### src/rtl/adcr_pkg.sv
// constants and register map for the converter control block
package adcr_pkg;
    // register byte addresses
    localparam logic [11:0] ADCR_OFS_RES_LOW  = 12'h000;
    localparam logic [11:0] ADCR_OFS_RES_HIGH = 12'h004;
    localparam logic [11:0] ADCR_OFS_MAIN     = 12'h008;
    localparam logic [11:0] ADCR_OFS_SRC_CLK  = 12'h00c;
    localparam logic [11:0] ADCR_OFS_REF      = 12'h010;
    localparam logic [11:0] ADCR_OFS_PIN_A    = 12'h014;
    localparam logic [11:0] ADCR_OFS_PIN_B    = 12'h018;
    localparam logic [11:0] ADCR_OFS_FLAG     = 12'h01c;
    // main control fields
    localparam int ADCR_BIT_START  = 7;
    localparam int ADCR_BIT_BUSY   = 6;
    localparam int ADCR_BIT_ENABLE = 5;
    localparam int ADCR_BIT_JUSTIFY = 4;
    localparam logic [7:0] ADCR_MASK_MAIN4 = 8'hb3;
    localparam logic [7:0] ADCR_MASK_MAIN8 = 8'hb7;
    localparam logic [7:0] ADCR_MASK_SRC   = 8'he7;
    localparam logic [7:0] ADCR_MASK_REF   = 8'hcf;
    localparam logic [7:0] ADCR_RST_BYTE   = 8'h00;
    // source select codes
    localparam logic [2:0] ADCR_SRC_EXT     = 3'h0;
    localparam logic [2:0] ADCR_SRC_SUP_LO  = 3'h1;
    localparam logic [2:0] ADCR_SRC_SUP_HI  = 3'h3;
    localparam logic [2:0] ADCR_SRC_AMP_LO  = 3'h5;
    localparam logic [2:0] ADCR_SRC_AMP_HI  = 3'h7;
    // reference codes: 0xa to 0xc mean bandgap path
    localparam logic [3:0] ADCR_REF_SUPPLY  = 4'h0;
    localparam logic [3:0] ADCR_REF_PIN_LO  = 4'h1;
    localparam logic [3:0] ADCR_REF_PIN_HI  = 4'h4;
    localparam logic [3:0] ADCR_REF_BG_LO   = 4'ha;
    localparam logic [3:0] ADCR_REF_BG_HI   = 4'hc;
    // conversion length in converter clocks
    localparam int ADCR_CONV_CLKS = 16;
    typedef enum logic [2:0] {
        ADCR_IDLE  = 3'b001,
        ADCR_ARMED = 3'b010,
        ADCR_CONV  = 3'b100
    } adcr_state_t;
endpackage : adcr_pkg

### src/rtl/adcr_ctrl.sv
// apb register front end and sequencing for the 12-bit converter
`timescale 1ns/10ps
`default_nettype none
module adcr_ctrl #(
    parameter int EIGHT_CH  = 0,  // 1 selects eight-channel variant
    parameter int NUM_PINS  = 8   // shared analog pins
) (
    input  wire logic                pclk,          // system clock
    input  wire logic                presetn,       // async reset, low
    input  wire logic                psel,          // apb select
    input  wire logic                penable,       // apb access phase
    input  wire logic                pwrite,        // apb direction
    input  wire logic [11:0]         paddr,         // apb byte address
    input  wire logic [31:0]         pwdata,        // apb write data
    output logic      [31:0]         prdata,        // apb read data
    output logic                     pready,        // apb ready
    output logic                     pslverr,       // apb error
    input  wire logic                core_done,     // core finished (async)
    input  wire logic [11:0]         core_data,     // core result, stable at done
    output logic                     core_reset,    // core reset pulse
    output logic                     core_start,    // core start pulse
    output logic                     core_enable,   // core power enable
    output logic                     core_clk_en,   // conversion clock tick
    output logic [2:0]               ext_channel,   // routed external input
    output logic                     use_internal,  // internal source routed
    output logic [2:0]               int_source,    // effective source code
    output logic [3:0]               ref_select,    // effective reference code
    output logic                     amp_enable,    // amplifier enable
    output logic                     bandgap_en,    // bandgap buffer enable
    output logic [NUM_PINS-1:0]      pin_analog,    // pin taken as analog
    output logic [NUM_PINS-1:0]      pin_pullup_ok, // pull-up allowed
    output logic                     conv_irq_flag  // completion request flag
);
    import adcr_pkg::*;

    // configuration registers and their next values
    logic [7:0]  main_r;
    logic [7:0]  main_nxt;
    logic [7:0]  src_r;
    logic [7:0]  src_nxt;
    logic [7:0]  ref_r;
    logic [7:0]  ref_nxt;
    logic [7:0]  pina_r;
    logic [7:0]  pina_nxt;
    logic [7:0]  pinb_r;
    logic [7:0]  pinb_nxt;
    // result, status and read data
    logic [11:0] res_r;
    logic [11:0] res_nxt;
    logic        busy_r;
    logic        busy_nxt;
    logic        flag_r;
    logic        flag_nxt;
    logic [31:0] prdata_r;
    logic [31:0] prdata_nxt;
    // completion synchroniser and edge memory
    logic [2:0]  done_sync_r;
    logic        done_seen_r;
    logic        done_seen_nxt;
    logic        done_agree;
    // conversion clock divider
    logic [6:0]  div_r;
    logic [6:0]  div_nxt;
    logic        tick_r;
    logic        tick_nxt;
    // sequencer
    adcr_state_t st_r;
    adcr_state_t st_nxt;
    // decoded strobes and justified views
    logic        wr;
    logic        rd;
    logic        wr_main;
    logic        start_rise;
    logic        start_fall;
    logic        done_rise;
    logic [7:0]  main_mask;
    logic [7:0]  res_low_v;
    logic [7:0]  res_high_v;

    // true for every implemented register offset
    function automatic logic addr_mapped(input logic [11:0] a);
        logic hit;
        hit = 1'b0;
        if (a == ADCR_OFS_RES_LOW) begin
            hit = 1'b1;
        end else if (a == ADCR_OFS_RES_HIGH) begin
            hit = 1'b1;
        end else if (a == ADCR_OFS_MAIN) begin
            hit = 1'b1;
        end else if (a == ADCR_OFS_SRC_CLK) begin
            hit = 1'b1;
        end else if (a == ADCR_OFS_REF) begin
            hit = 1'b1;
        end else if (a == ADCR_OFS_PIN_A) begin
            hit = 1'b1;
        end else if (a == ADCR_OFS_PIN_B) begin
            hit = 1'b1;
        end else if (a == ADCR_OFS_FLAG) begin
            hit = 1'b1;
        end
        return hit;
    endfunction : addr_mapped

    // code lies inside an inclusive range
    function automatic logic code_in(input logic [3:0] c, input logic [3:0] lo, input logic [3:0] hi);
        return c >= lo && c <= hi;
    endfunction : code_in

    // variant-dependent writable bits of main control
    assign main_mask = (EIGHT_CH != 0) ? ADCR_MASK_MAIN8 : ADCR_MASK_MAIN4;
    assign wr = psel & penable & pwrite;
    assign rd = psel & ~penable & ~pwrite;
    assign pready = 1'b1;
    assign prdata = prdata_r;

    // justified views of the result
    always_comb begin
        if (main_r[ADCR_BIT_JUSTIFY]) begin
            res_high_v = {4'h0, res_r[11:8]};
            res_low_v  = res_r[7:0];
        end else begin
            res_high_v = res_r[11:4];
            res_low_v  = {res_r[3:0], 4'h0};
        end
    end

    // done input synchroniser; change counted when stages 2 and 3 agree
    always_ff @(posedge pclk or negedge presetn) begin
        if (!presetn) begin
            done_sync_r <= 3'h0;
        end else begin
            done_sync_r <= {done_sync_r[1:0], core_done};
        end
    end

    // start bit edges on main control writes, completion edge
    assign wr_main    = wr && paddr == ADCR_OFS_MAIN;
    assign start_rise = wr_main && pwdata[ADCR_BIT_START] && !main_r[ADCR_BIT_START];
    assign start_fall = wr_main && !pwdata[ADCR_BIT_START] && main_r[ADCR_BIT_START];
    assign done_agree = done_sync_r[2] == done_sync_r[1];
    assign done_rise  = done_agree && done_sync_r[2] && !done_seen_r;

    // register writes, sequencing and core pulses
    always_comb begin
        main_nxt = main_r;
        src_nxt = src_r;
        ref_nxt = ref_r;
        pina_nxt = pina_r;
        pinb_nxt = pinb_r;
        res_nxt = res_r;       // kept regardless of enable
        busy_nxt = busy_r;
        flag_nxt = flag_r;
        st_nxt = st_r;
        done_seen_nxt = done_agree ? done_sync_r[2] : done_seen_r;
        pslverr = 1'b0;
        core_reset = 1'b0;
        core_start = 1'b0;
        if (psel && !addr_mapped(paddr)) begin
            pslverr = penable;
        end
        if (wr) begin
            if (paddr == ADCR_OFS_MAIN) begin
                main_nxt = pwdata[7:0] & main_mask;
            end else if (paddr == ADCR_OFS_SRC_CLK) begin
                src_nxt = pwdata[7:0] & ADCR_MASK_SRC;
            end else if (paddr == ADCR_OFS_REF) begin
                ref_nxt = pwdata[7:0] & ADCR_MASK_REF;
            end else if (paddr == ADCR_OFS_PIN_A) begin
                pina_nxt = pwdata[7:0];
            end else if (paddr == ADCR_OFS_PIN_B) begin
                pinb_nxt = pwdata[7:0];
            end else if (paddr == ADCR_OFS_FLAG) begin
                if (pwdata[0]) begin
                    flag_nxt = 1'b0;  // write one clears
                end
            end
        end
        case (st_r)
            ADCR_IDLE: begin
                if (start_rise) begin
                    st_nxt = ADCR_ARMED;
                end
            end
            ADCR_ARMED: begin
                if (start_fall) begin
                    st_nxt = ADCR_CONV;
                end
            end
            ADCR_CONV: begin
                if (start_rise) begin
                    st_nxt = ADCR_ARMED;
                end else if (done_rise) begin
                    st_nxt = ADCR_IDLE;
                end
            end
            default: st_nxt = ADCR_IDLE;
        endcase
        if (start_rise) begin
            core_reset = 1'b1;
            busy_nxt = 1'b0;
        end else if (start_fall && st_r == ADCR_ARMED) begin
            core_start = 1'b1;
            busy_nxt = 1'b1;
        end else if (st_r == ADCR_CONV && done_rise) begin
            res_nxt = core_data; // result lands with busy clearing
            busy_nxt = 1'b0;
            flag_nxt = 1'b1;     // set beats clear
        end
    end

    // read mux, loaded in the setup cycle
    always_comb begin
        prdata_nxt = prdata_r;
        if (rd) begin
            prdata_nxt = 32'h0;
            if (paddr == ADCR_OFS_RES_LOW) begin
                prdata_nxt[7:0] = res_low_v;
            end else if (paddr == ADCR_OFS_RES_HIGH) begin
                prdata_nxt[7:0] = res_high_v;
            end else if (paddr == ADCR_OFS_MAIN) begin
                prdata_nxt[7:0] = main_r;
                prdata_nxt[ADCR_BIT_BUSY] = busy_r;
            end else if (paddr == ADCR_OFS_SRC_CLK) begin
                prdata_nxt[7:0] = src_r;
            end else if (paddr == ADCR_OFS_REF) begin
                prdata_nxt[7:0] = ref_r;
            end else if (paddr == ADCR_OFS_PIN_A) begin
                prdata_nxt[7:0] = pina_r;
            end else if (paddr == ADCR_OFS_PIN_B) begin
                prdata_nxt[7:0] = pinb_r;
            end else if (paddr == ADCR_OFS_FLAG) begin
                prdata_nxt[0] = flag_r;
            end
        end
    end

    // conversion clock divider: tick every 2^code system clocks
    always_comb begin
        div_nxt = div_r + 7'h1;
        tick_nxt = 1'b0;
        if (div_r >= 7'((1 << src_r[2:0]) - 1)) begin
            div_nxt = 7'h0;
            tick_nxt = main_r[ADCR_BIT_ENABLE];
        end
    end

    // main control register
    always_ff @(posedge pclk or negedge presetn) begin
        if (!presetn) begin
            main_r <= ADCR_RST_BYTE;
        end else begin
            main_r <= main_nxt;
        end
    end

    // source and clock select register
    always_ff @(posedge pclk or negedge presetn) begin
        if (!presetn) begin
            src_r <= ADCR_RST_BYTE;
        end else begin
            src_r <= src_nxt;
        end
    end

    // reference register
    always_ff @(posedge pclk or negedge presetn) begin
        if (!presetn) begin
            ref_r <= ADCR_RST_BYTE;
        end else begin
            ref_r <= ref_nxt;
        end
    end

    // pin takeover, port a
    always_ff @(posedge pclk or negedge presetn) begin
        if (!presetn) begin
            pina_r <= ADCR_RST_BYTE;
        end else begin
            pina_r <= pina_nxt;
        end
    end

    // pin takeover, port b
    always_ff @(posedge pclk or negedge presetn) begin
        if (!presetn) begin
            pinb_r <= ADCR_RST_BYTE;
        end else begin
            pinb_r <= pinb_nxt;
        end
    end

    // conversion result, kept while disabled
    always_ff @(posedge pclk or negedge presetn) begin
        if (!presetn) begin
            res_r <= 12'h0;
        end else begin
            res_r <= res_nxt;
        end
    end

    // busy and completion flag
    always_ff @(posedge pclk or negedge presetn) begin
        if (!presetn) begin
            busy_r <= 1'b0;
            flag_r <= 1'b0;
        end else begin
            busy_r <= busy_nxt;
            flag_r <= flag_nxt;
        end
    end

    // sequencer state
    always_ff @(posedge pclk or negedge presetn) begin
        if (!presetn) begin
            st_r <= ADCR_IDLE;
        end else begin
            st_r <= st_nxt;
        end
    end

    // read data, stands until the next read
    always_ff @(posedge pclk or negedge presetn) begin
        if (!presetn) begin
            prdata_r <= 32'h0;
        end else begin
            prdata_r <= prdata_nxt;
        end
    end

    // last agreed completion level
    always_ff @(posedge pclk or negedge presetn) begin
        if (!presetn) begin
            done_seen_r <= 1'b0;
        end else begin
            done_seen_r <= done_seen_nxt;
        end
    end

    // divider count and tick
    always_ff @(posedge pclk or negedge presetn) begin
        if (!presetn) begin
            div_r <= 7'h0;
            tick_r <= 1'b0;
        end else begin
            div_r <= div_nxt;
            tick_r <= tick_nxt;
        end
    end

    // source choice, internal over external
    always_comb begin
        int_source = src_r[7:5];
        use_internal = 1'b0;
        if (code_in({1'b0, src_r[7:5]}, {1'b0, ADCR_SRC_SUP_LO}, {1'b0, ADCR_SRC_SUP_HI})
            || code_in({1'b0, src_r[7:5]}, {1'b0, ADCR_SRC_AMP_LO}, {1'b0, ADCR_SRC_AMP_HI})) begin
            use_internal = 1'b1;
        end else begin
            int_source = ADCR_SRC_EXT;
        end
    end

    // reference choice, bandgap over pin
    always_comb begin
        ref_select = ADCR_REF_SUPPLY;
        if (code_in(ref_r[3:0], ADCR_REF_BG_LO, ADCR_REF_BG_HI)) begin
            ref_select = ref_r[3:0];    // bandgap preferred
        end else if (code_in(ref_r[3:0], ADCR_REF_PIN_LO, ADCR_REF_PIN_HI)) begin
            ref_select = ref_r[3:0];
        end
    end

    assign ext_channel = (EIGHT_CH != 0) ? main_r[2:0] : {1'b0, main_r[1:0]};
    assign core_enable = main_r[ADCR_BIT_ENABLE];
    assign core_clk_en = tick_r;
    assign amp_enable = ref_r[7];
    assign bandgap_en = ref_r[6];
    assign pin_analog = NUM_PINS'({pinb_r, pina_r});
    assign pin_pullup_ok = ~NUM_PINS'({pinb_r, pina_r});
    assign conv_irq_flag = flag_r;
endmodule : adcr_ctrl
`default_nettype wire

### config.mk
export PLATFORM = sky130hd
export DESIGN_NAME = adcr_ctrl
export DESIGN_NICKNAME = d
export VERILOG_FILES = /design/src/rtl/adcr_pkg.sv /design/src/rtl/adcr_ctrl.sv
export SDC_FILE = /design/constraint.sdc
export NUM_CORES = 1
export LEC_CHECK = 0
export ABC_AREA = 0
export BUFFER_PORTS_ARGS = -buffer_cell sky130_fd_sc_hd__buf_4
export CAP_MARGIN = 20
export CORE_UTILIZATION = 52
export CTS_CLUSTER_SIZE = 8
export DETAILED_ROUTE_END_ITERATION = 16
export PLACE_DENSITY = 0.81
export RECOVER_POWER = 25
export SLEW_MARGIN = 20
export SYNTH_ARGS = -nofsm -noshare
export SYNTH_HDL_FRONTEND = slang
export SYNTH_SLANG_ARGS = --single-unit
### constraint.sdc
create_clock -name pclk -period 3.24 [get_ports pclk]
set_input_delay 0.648 -clock pclk [delete_from_list [all_inputs] [get_ports pclk]]
set_output_delay 0.648 -clock pclk [all_outputs]
set_load 0.1 [all_outputs]
==> impl_metrics.ini, run 1 <==
[worst_hold_path]
worstHoldStart = done_sync_r[0]$_DFF_PN0_
hold_class = flip-flop to flip-flop
timing.hold.worst_endpoint = done_sync_r[1]$_DFF_PN0_
min_delay_path_depth = 0

[detailed_routing]
drcViolationCount = 0
m1WireLength_um = 4200
highest-signal-layer = met4
route.vias.total = 3253
drt_pass1_iterations = 4
detailroute.wirelength.met3_um = 615
met2_wirelength_um = 4710
drt.antenna.violating_nets = 0
post_drt_via_cell_ratio = 5.54
number_of_drc_markers_after_the_initial_detailed_route_iteration = 284
drt-total-wl_um = 9700
avgRoutedWirePerCell_um = 16.5

[placed_design]
gpl.final_weighted_congestion = 0.887
hpwlAfterDp_um = 7070
dpl_cell_area_um2 = 4640
number_of_input_and_output_port_buffers_inserted = 79
place_worst_setup_slack_ps = 446

[critical_path]
cp_slowest_cell = sky130_fd_sc_hd__and3_2
critical_path_cell_count = 5
required_ps = 2590
worstPathCellList = buf_4 > nor4_2 > and3_2 > and3_1 > buf_4
path_common_cell = sky130_fd_sc_hd__buf_4
path_max_fanout = 10
worstSetupEndpointType = primary output
worst_r2r_path_depth = 10
crit_path_max_incr_delay_ps = 400
cp_data_arrival_time_ps = 2200
timing.setup.critical_path_class = primary input to primary output
rr_startpoint = src_r[1]$_DFFE_PN0P_
rr_endpoint = core_clk_en$_DFF_PN0_
critPathTopFamily = simple AND/OR/NAND/NOR gates
reg2reg_setup_slack_ps = 460
path_buf_inv = 2
setup.worst_path.start_class = primary input

[finish]
seq_area_um2 = 1750
areaGrowthSynthToFinish_pct = 19.2
commonest_non_fill_non_tap_cell_in_the_layout = sky130_fd_sc_hd__buf_4
num-fill-cells = 615
area_of_the_multi_input_gates_um2 = 2070
antenna-diode-count = 0
final_cell_area_um2 = 4880
final_cell_mix = 84 x sky130_fd_sc_hd__buf_4, 69 x sky130_fd_sc_hd__dfrtp_1, 38 x sky130_fd_sc_hd__mux2_2, 34 x sky130_fd_sc_hd__nand2_1, 28 x sky130_fd_sc_hd__o21ai_0
fin_nets = 555
layout-drive-gt1-share_pct = 32.2

[synth]
avgSynthCellArea_um2 = 9.92
edff_count_synth = 0
post_synth_num_cell_types = 57
ys_warn_count = 0
asyncSetResetFlopFracSynth_pct = 100
dominantRegCellSynth = sky130_fd_sc_hd__dfrtp_1
synth-seq-cells = 70
syn-instance-count = 412
syn-cell-area_um2 = 4090
synth.yosys.seq_area_share_pct = 42.9

[power]
total_power_mw = 2.23
power-per-cell-area_nw_per_um2 = 456
irDropWorstVdd_v = 0.000316
static-leakage-power_nw = 2.32

[clocking]
path_clk_slew_ps = 80
ctsHoldBuffers = 0
clockRootBuffer = sky130_fd_sc_hd__clkbuf_8
clock_tree.buffer_depth = 2
postcts_setup_bufs = 0
clock_latency_on_the_worst_skew_pair_ps = 360
number_of_h_tree_levels = 3
cts-resized-gates = 0
tritoncts_clock_tree = done
cts_num_sinks = 70
tritoncts.num_buffers = 9

[floorplanning]
initial_utilization_pct = 55.2
fp.dieH_um = 90.7
chip_width_um = 90.7
boundaryPins = 130
dieArea_um2 = 8220
rows = 31
design.core.area_um2 = 7410

[sta]
finalSetupTns_ps = 0
final_max_slew_viol_count = 71
fin_ws_ps = 393
finalHoldViolations = 0
achievable-frequency_ghz = 0.351
fin_crit_sh_pct = 87.9
slew-limit-headroom_pct = -14.3
rsz0062_at_grt = no
finalWorstPathRequiredPeriod_ps = 2850
tightest_slew_ps = 1710
worst_skew_ps = 13.8
setup_viol = 0

[outcome]
violations = capacitance limit, slew limit
outcome = complete, but fails checks

[global_route]
number_of_antenna_violations_at_the_first_check_in_global_routing = 0
wire_length_of_the_first_global_routing_pass_um = 15800
grt_pass1_vias = 3121
grt.total_usage_pct = 24.5
grt_start_max_net_pins = 71
remaining_overflow_grt = 0

[flow_run]
max_cap_violations = 1
## cells in the mapped netlist (2+ instances only)
master	instances	area [um2]
sky130_fd_sc_hd__o31ai_1	5	37.5
sky130_fd_sc_hd__inv_1	17	63.8
sky130_fd_sc_hd__clkbuf_1	13	48.8
sky130_fd_sc_hd__xor2_1	2	17.5
sky130_fd_sc_hd__a221oi_1	4	35.0
sky130_fd_sc_hd__nor2_1	20	75.1
sky130_fd_sc_hd__o21a_1	2	15.0
sky130_fd_sc_hd__and3_1	5	31.3
sky130_fd_sc_hd__dfrtp_1	69	1730
sky130_fd_sc_hd__a211oi_1	6	45.0
sky130_fd_sc_hd__nand2_1	34	128
sky130_fd_sc_hd__nand4_1	2	12.5
sky130_fd_sc_hd__or3_1	3	18.8
sky130_fd_sc_hd__mux2i_1	10	100
sky130_fd_sc_hd__nand3_1	15	75.1
sky130_fd_sc_hd__nor4_4	2	42.5
sky130_fd_sc_hd__o22ai_1	3	18.8
sky130_fd_sc_hd__nor2b_1	14	87.6
sky130_fd_sc_hd__ha_1	10	125
sky130_fd_sc_hd__o21ai_0	28	140
sky130_fd_sc_hd__conb_1	2	7.51
sky130_fd_sc_hd__a21boi_0	2	15.0
sky130_fd_sc_hd__nor3_1	5	25.0
sky130_fd_sc_hd__xnor2_1	4	35.0
sky130_fd_sc_hd__and2_1	2	12.5
sky130_fd_sc_hd__and4_1	2	17.5
sky130_fd_sc_hd__nand2b_1	7	43.8
sky130_fd_sc_hd__or2_2	3	18.8
sky130_fd_sc_hd__mux2_2	38	428
sky130_fd_sc_hd__a32oi_1	5	43.8
sky130_fd_sc_hd__a31oi_1	2	12.5
sky130_fd_sc_hd__a21oi_1	15	75.1
sky130_fd_sc_hd__buf_2	4	20.0
sky130_fd_sc_hd__nor3b_1	5	37.5
sky130_fd_sc_hd__buf_4	30	225
## metal layers
| metal | up-vias | track usage [%] |
|---|---|---|
| met2 | 113 | 39.3 |
| li1 | 1546 | - |
| met5 | - | 0 |
| met4 | 0 | 8.60 |
| met1 | 1578 | 32.3 |
| met3 | 16 | 5.98 |
## worst max-delay path by stage
stage                          from               endpoint  slack, ps
3_5_place_dp               paddr[1]             core_reset        450
4_1_cts                    paddr[1]             core_reset        450
6_report                   paddr[1]             core_reset        390
3_3_place_gp               paddr[1]             core_reset        460
2_1_floorplan  ref_r[1]$_DFFE_PN0P_          ref_select[3]        -30
5_1_grt        src_r[2]$_DFFE_PN0P_  core_clk_en$_DFF_PN0_        240
## sequential cells by signal, indices dropped and copies added, names as in the netlist, 3 cells and up
signal and flops:
div_r 7, res_r 12, pin_analog 8, main_r 5, prdata 8, src_r 6
done_sync_r 3, pinb_r 8, ref_r 6, st_r 3
## layout make-up
cell class                      instances  share of cell area, %
Multi-Input combinational cell        299                   42.4
Sequential cell                        70                   36.0
Timing Repair Buffer                   86                   13.2
Clock buffer                           10                   2.82
Tap cell                               99                   2.54
Clock inverter                          6                   1.74
Inverter                               17                   1.31
## cells by family after synthesis
family                     Yosys count  share of synthesized area, %
and+or+nand+nor                    126                          17.1
adders and majority gates           10                          3.06
buffers and inverters               67                          9.24
xor gates and xnor gates             6                          1.29
DFF                                 70                          42.9
muxes                               48                          12.9
AOI/OAI and AO/OA                   83                          13.3
other                                2                         0.184
## power by group
group          total, mW  leakage (nW)  internal, mW  switching, mW
registers          0.968         0.864         0.922         0.0459
clock network      0.790         0.108         0.451          0.339
logic              0.468          1.35         0.140          0.327
total               2.23          2.32          1.51          0.712
## worst register-to-register path: stages, from the launching register on
cell and delay [ps]:
sky130_fd_sc_hd__dfrtp_1 480, sky130_fd_sc_hd__or3_1 430, sky130_fd_sc_hd__ha_1 280, sky130_fd_sc_hd__nor3_1 210, sky130_fd_sc_hd__a21oi_1 60, sky130_fd_sc_hd__o21a_1 180, sky130_fd_sc_hd__ha_1 180, sky130_fd_sc_hd__a211oi_1 220
sky130_fd_sc_hd__o21ai_0 130, sky130_fd_sc_hd__a31o_2 320, sky130_fd_sc_hd__and2_1 180
## per-stage QoR
stage | hold WS, ps | cells | utilization [%]
after global routing | 372 | 587 | 65.8
after floorplan | 331 | 436 | -
final | 352 | 587 | 65.8
after CTS | 354 | 587 | 65.7
after global placement | 335 | 571 | 62.7
after detailed placement | 335 | 571 | 62.7
Note: power is estimated with default switching activity, not from simulation.
==> inputs of run 2 (changes only) <==
RECOVER_POWER = unset   (was 25)
==> impl_metrics.ini, run 2 (synthesis results as in run 1) <==
[outcome]
outcome = completed

[floorplanning]
design.core.area_um2 = 7410
rows = 31
boundaryPins = 130
fp.dieH_um = 90.7
initial_utilization_pct = 55.2
dieArea_um2 = 8220
chip_width_um = 90.7

[finish]
non_filler_instance_count_after_layout = 587
antenna-diode-count = 0
utilization_pct = 65.9
layout-drive-gt1-share_pct = 32.2
num-fill-cells = 614
max_flop_register = res_r
fin_nets = 555
areaGrowthSynthToFinish_pct = 19.3
final_cell_mix = 86 x sky130_fd_sc_hd__buf_4, 69 x sky130_fd_sc_hd__dfrtp_1, 38 x sky130_fd_sc_hd__mux2_2, 34 x sky130_fd_sc_hd__nand2_1, 28 x sky130_fd_sc_hd__o21ai_0
largest_register_ff_count = 12
seq_area_um2 = 1750
area_of_the_multi_input_gates_um2 = 2070
commonest_non_fill_non_tap_cell_in_the_layout = sky130_fd_sc_hd__buf_4

[detailed_routing]
m1WireLength_um = 4180
highest-signal-layer = met4
met2_wirelength_um = 4730
post_drt_via_cell_ratio = 5.57
drt.antenna.violating_nets = 0
number_of_drc_markers_after_the_initial_detailed_route_iteration = 282
drt-total-wl_um = 9630
route.vias.total = 3270
detailroute.wirelength.met3_um = 563
drt_pass1_iterations = 5
avgRoutedWirePerCell_um = 16.4
drcViolationCount = 0

[power]
static-leakage-power_nw = 2.32
irDropWorstVdd_v = 0.000316
clock_power_share_pct = 35.3
p_int_mw = 1.51
total_power_mw = 2.22
combinationalPowerShare_pct = 21.1
power_switching_share_pct = 31.8
seqPwrFrac_pct = 43.6
power-per-cell-area_nw_per_um2 = 455
total_switching_power_mw = 0.707

[critical_path]
path_buf_inv = 2
worst_r2r_path_depth = 10
path_common_cell = sky130_fd_sc_hd__buf_4
required_ps = 2590
worstPathCellList = buf_4 > nor4_2 > and3_2 > and3_1 > buf_4
crit_path_max_incr_delay_ps = 400
path_max_fanout = 10
timing.setup.critical_path_class = primary input to primary output
worstSetupEndpointType = primary output
cp_slowest_cell = sky130_fd_sc_hd__and3_2
reg2reg_setup_slack_ps = 460
cp_data_arrival_time_ps = 2200
critPathTopFamily = simple AND/OR/NAND/NOR gates
critical_path_cell_count = 5
setup.worst_path.start_class = primary input

[global_route]
grt_pass1_vias = 3121
number_of_antenna_violations_at_the_first_check_in_global_routing = 0
wire_length_of_the_first_global_routing_pass_um = 15800
remaining_overflow_grt = 0
grt_start_max_net_pins = 71
grt.total_usage_pct = 24.5

[placed_design]
number_of_input_and_output_port_buffers_inserted = 79
hpwlAfterDp_um = 7070
gpl.final_weighted_congestion = 0.887
place_worst_setup_slack_ps = 446
place.detailed.instances = 571

[sta]
tightest_slew_ps = 869
finalWorstPathRequiredPeriod_ps = 2850
fin_ws_ps = 391
worst_skew_ps = 12.0
fin_crit_sh_pct = 87.9
finalHoldViolations = 0
final_max_slew_viol_count = 0
hold_slack_ps = 352
achievable-frequency_ghz = 0.351
slew-limit-headroom_pct = 42.1
setup_viol = 0
rsz0062_at_grt = no

[clocking]
clock_tree.buffer_depth = 2
cts-resized-gates = 0
clockRootBuffer = sky130_fd_sc_hd__clkbuf_8
tritoncts_clock_tree = done
clock_latency_on_the_worst_skew_pair_ps = 360
cts_num_sinks = 70
postcts_setup_bufs = 0
number_of_h_tree_levels = 3
path_clk_slew_ps = 80
ctsHoldBuffers = 0
tritoncts.num_buffers = 9

[flow_run]
max_cap_violations = 0

[worst_hold_path]
min_delay_path_depth = 0
hold_class = flip-flop to flip-flop
## run 2: cell count changes in the layout (fill, tap and decap cells not counted)
cell | previous run | this run
sky130_fd_sc_hd__buf_4 | 84 | 86
sky130_fd_sc_hd__clkbuf_2 | 1 | 0
sky130_fd_sc_hd__clkbuf_4 | 1 | 0
## run 2: final cells by class
class	count	area share (%)
clock buffer	10	2.82
sequential	70	35.9
tap	99	2.54
timing repair buffer	86	13.2
inverter	17	1.31
multi-input combinational	299	42.4
clock inverter	6	1.74
## run 2: stage by stage
| step | setup TNS, ps | area, um2 |
|---|---|---|
| final | 0 | 4880 |
| after global routing | 0 | 4880 |
| after detailed placement | 0 | 4640 |
| after floorplan | -28.3 | 4190 |
| after CTS | 0 | 4870 |
| after global placement | 0 | 4640 |
## run 2: routing by layer
layer  up-vias  global-route usage [%]
li1       1548                       -
met1      1580                    32.3
met2       125                    39.3
met3        17                    5.98
met4         0                    8.60
met5         -                       0
## run 2: worst reg2reg max path: stages, from the launching register on
cell	delay [ps]
sky130_fd_sc_hd__dfrtp_1	480
sky130_fd_sc_hd__or3_1	430
sky130_fd_sc_hd__ha_1	280
sky130_fd_sc_hd__nor3_1	210
sky130_fd_sc_hd__a21oi_1	60
sky130_fd_sc_hd__o21a_1	180
sky130_fd_sc_hd__ha_1	180
sky130_fd_sc_hd__a211oi_1	220
sky130_fd_sc_hd__o21ai_0	130
sky130_fd_sc_hd__a31o_2	320
sky130_fd_sc_hd__and2_1	180
## run 2: worst paths after layout
check                                         start                   endpoint
setup / recovery                           paddr[1]                 core_reset
hold / removal             done_sync_r[0]$_DFF_PN0_   done_sync_r[1]$_DFF_PN0_
setup reg to reg               src_r[1]$_DFFE_PN0P_      core_clk_en$_DFF_PN0_
hold reg to reg            done_sync_r[0]$_DFF_PN0_   done_sync_r[1]$_DFF_PN0_
max in group asynchronous                   presetn      pinb_r[6]$_DFFE_PN0P_
min in group asynchronous                   presetn  pin_analog[0]$_DFFE_PN0P_
## run 2: power by group through the flow
| stage | Combinational (mW) | Sequential, mW | Clock (mW) |
|---|---|---|---|
| 5_1_grt | 0.513 | 0.976 | 0.833 |
| 2_1_floorplan | 0.354 | 1.00 | 0 |
| 3_5_place_dp | 0.470 | 0.984 | 0 |
| 6_report | 0.468 | 0.968 | 0.785 |
| 4_1_cts | 0.471 | 0.967 | 0.795 |
| 3_3_place_gp | 0.452 | 0.981 | 0 |
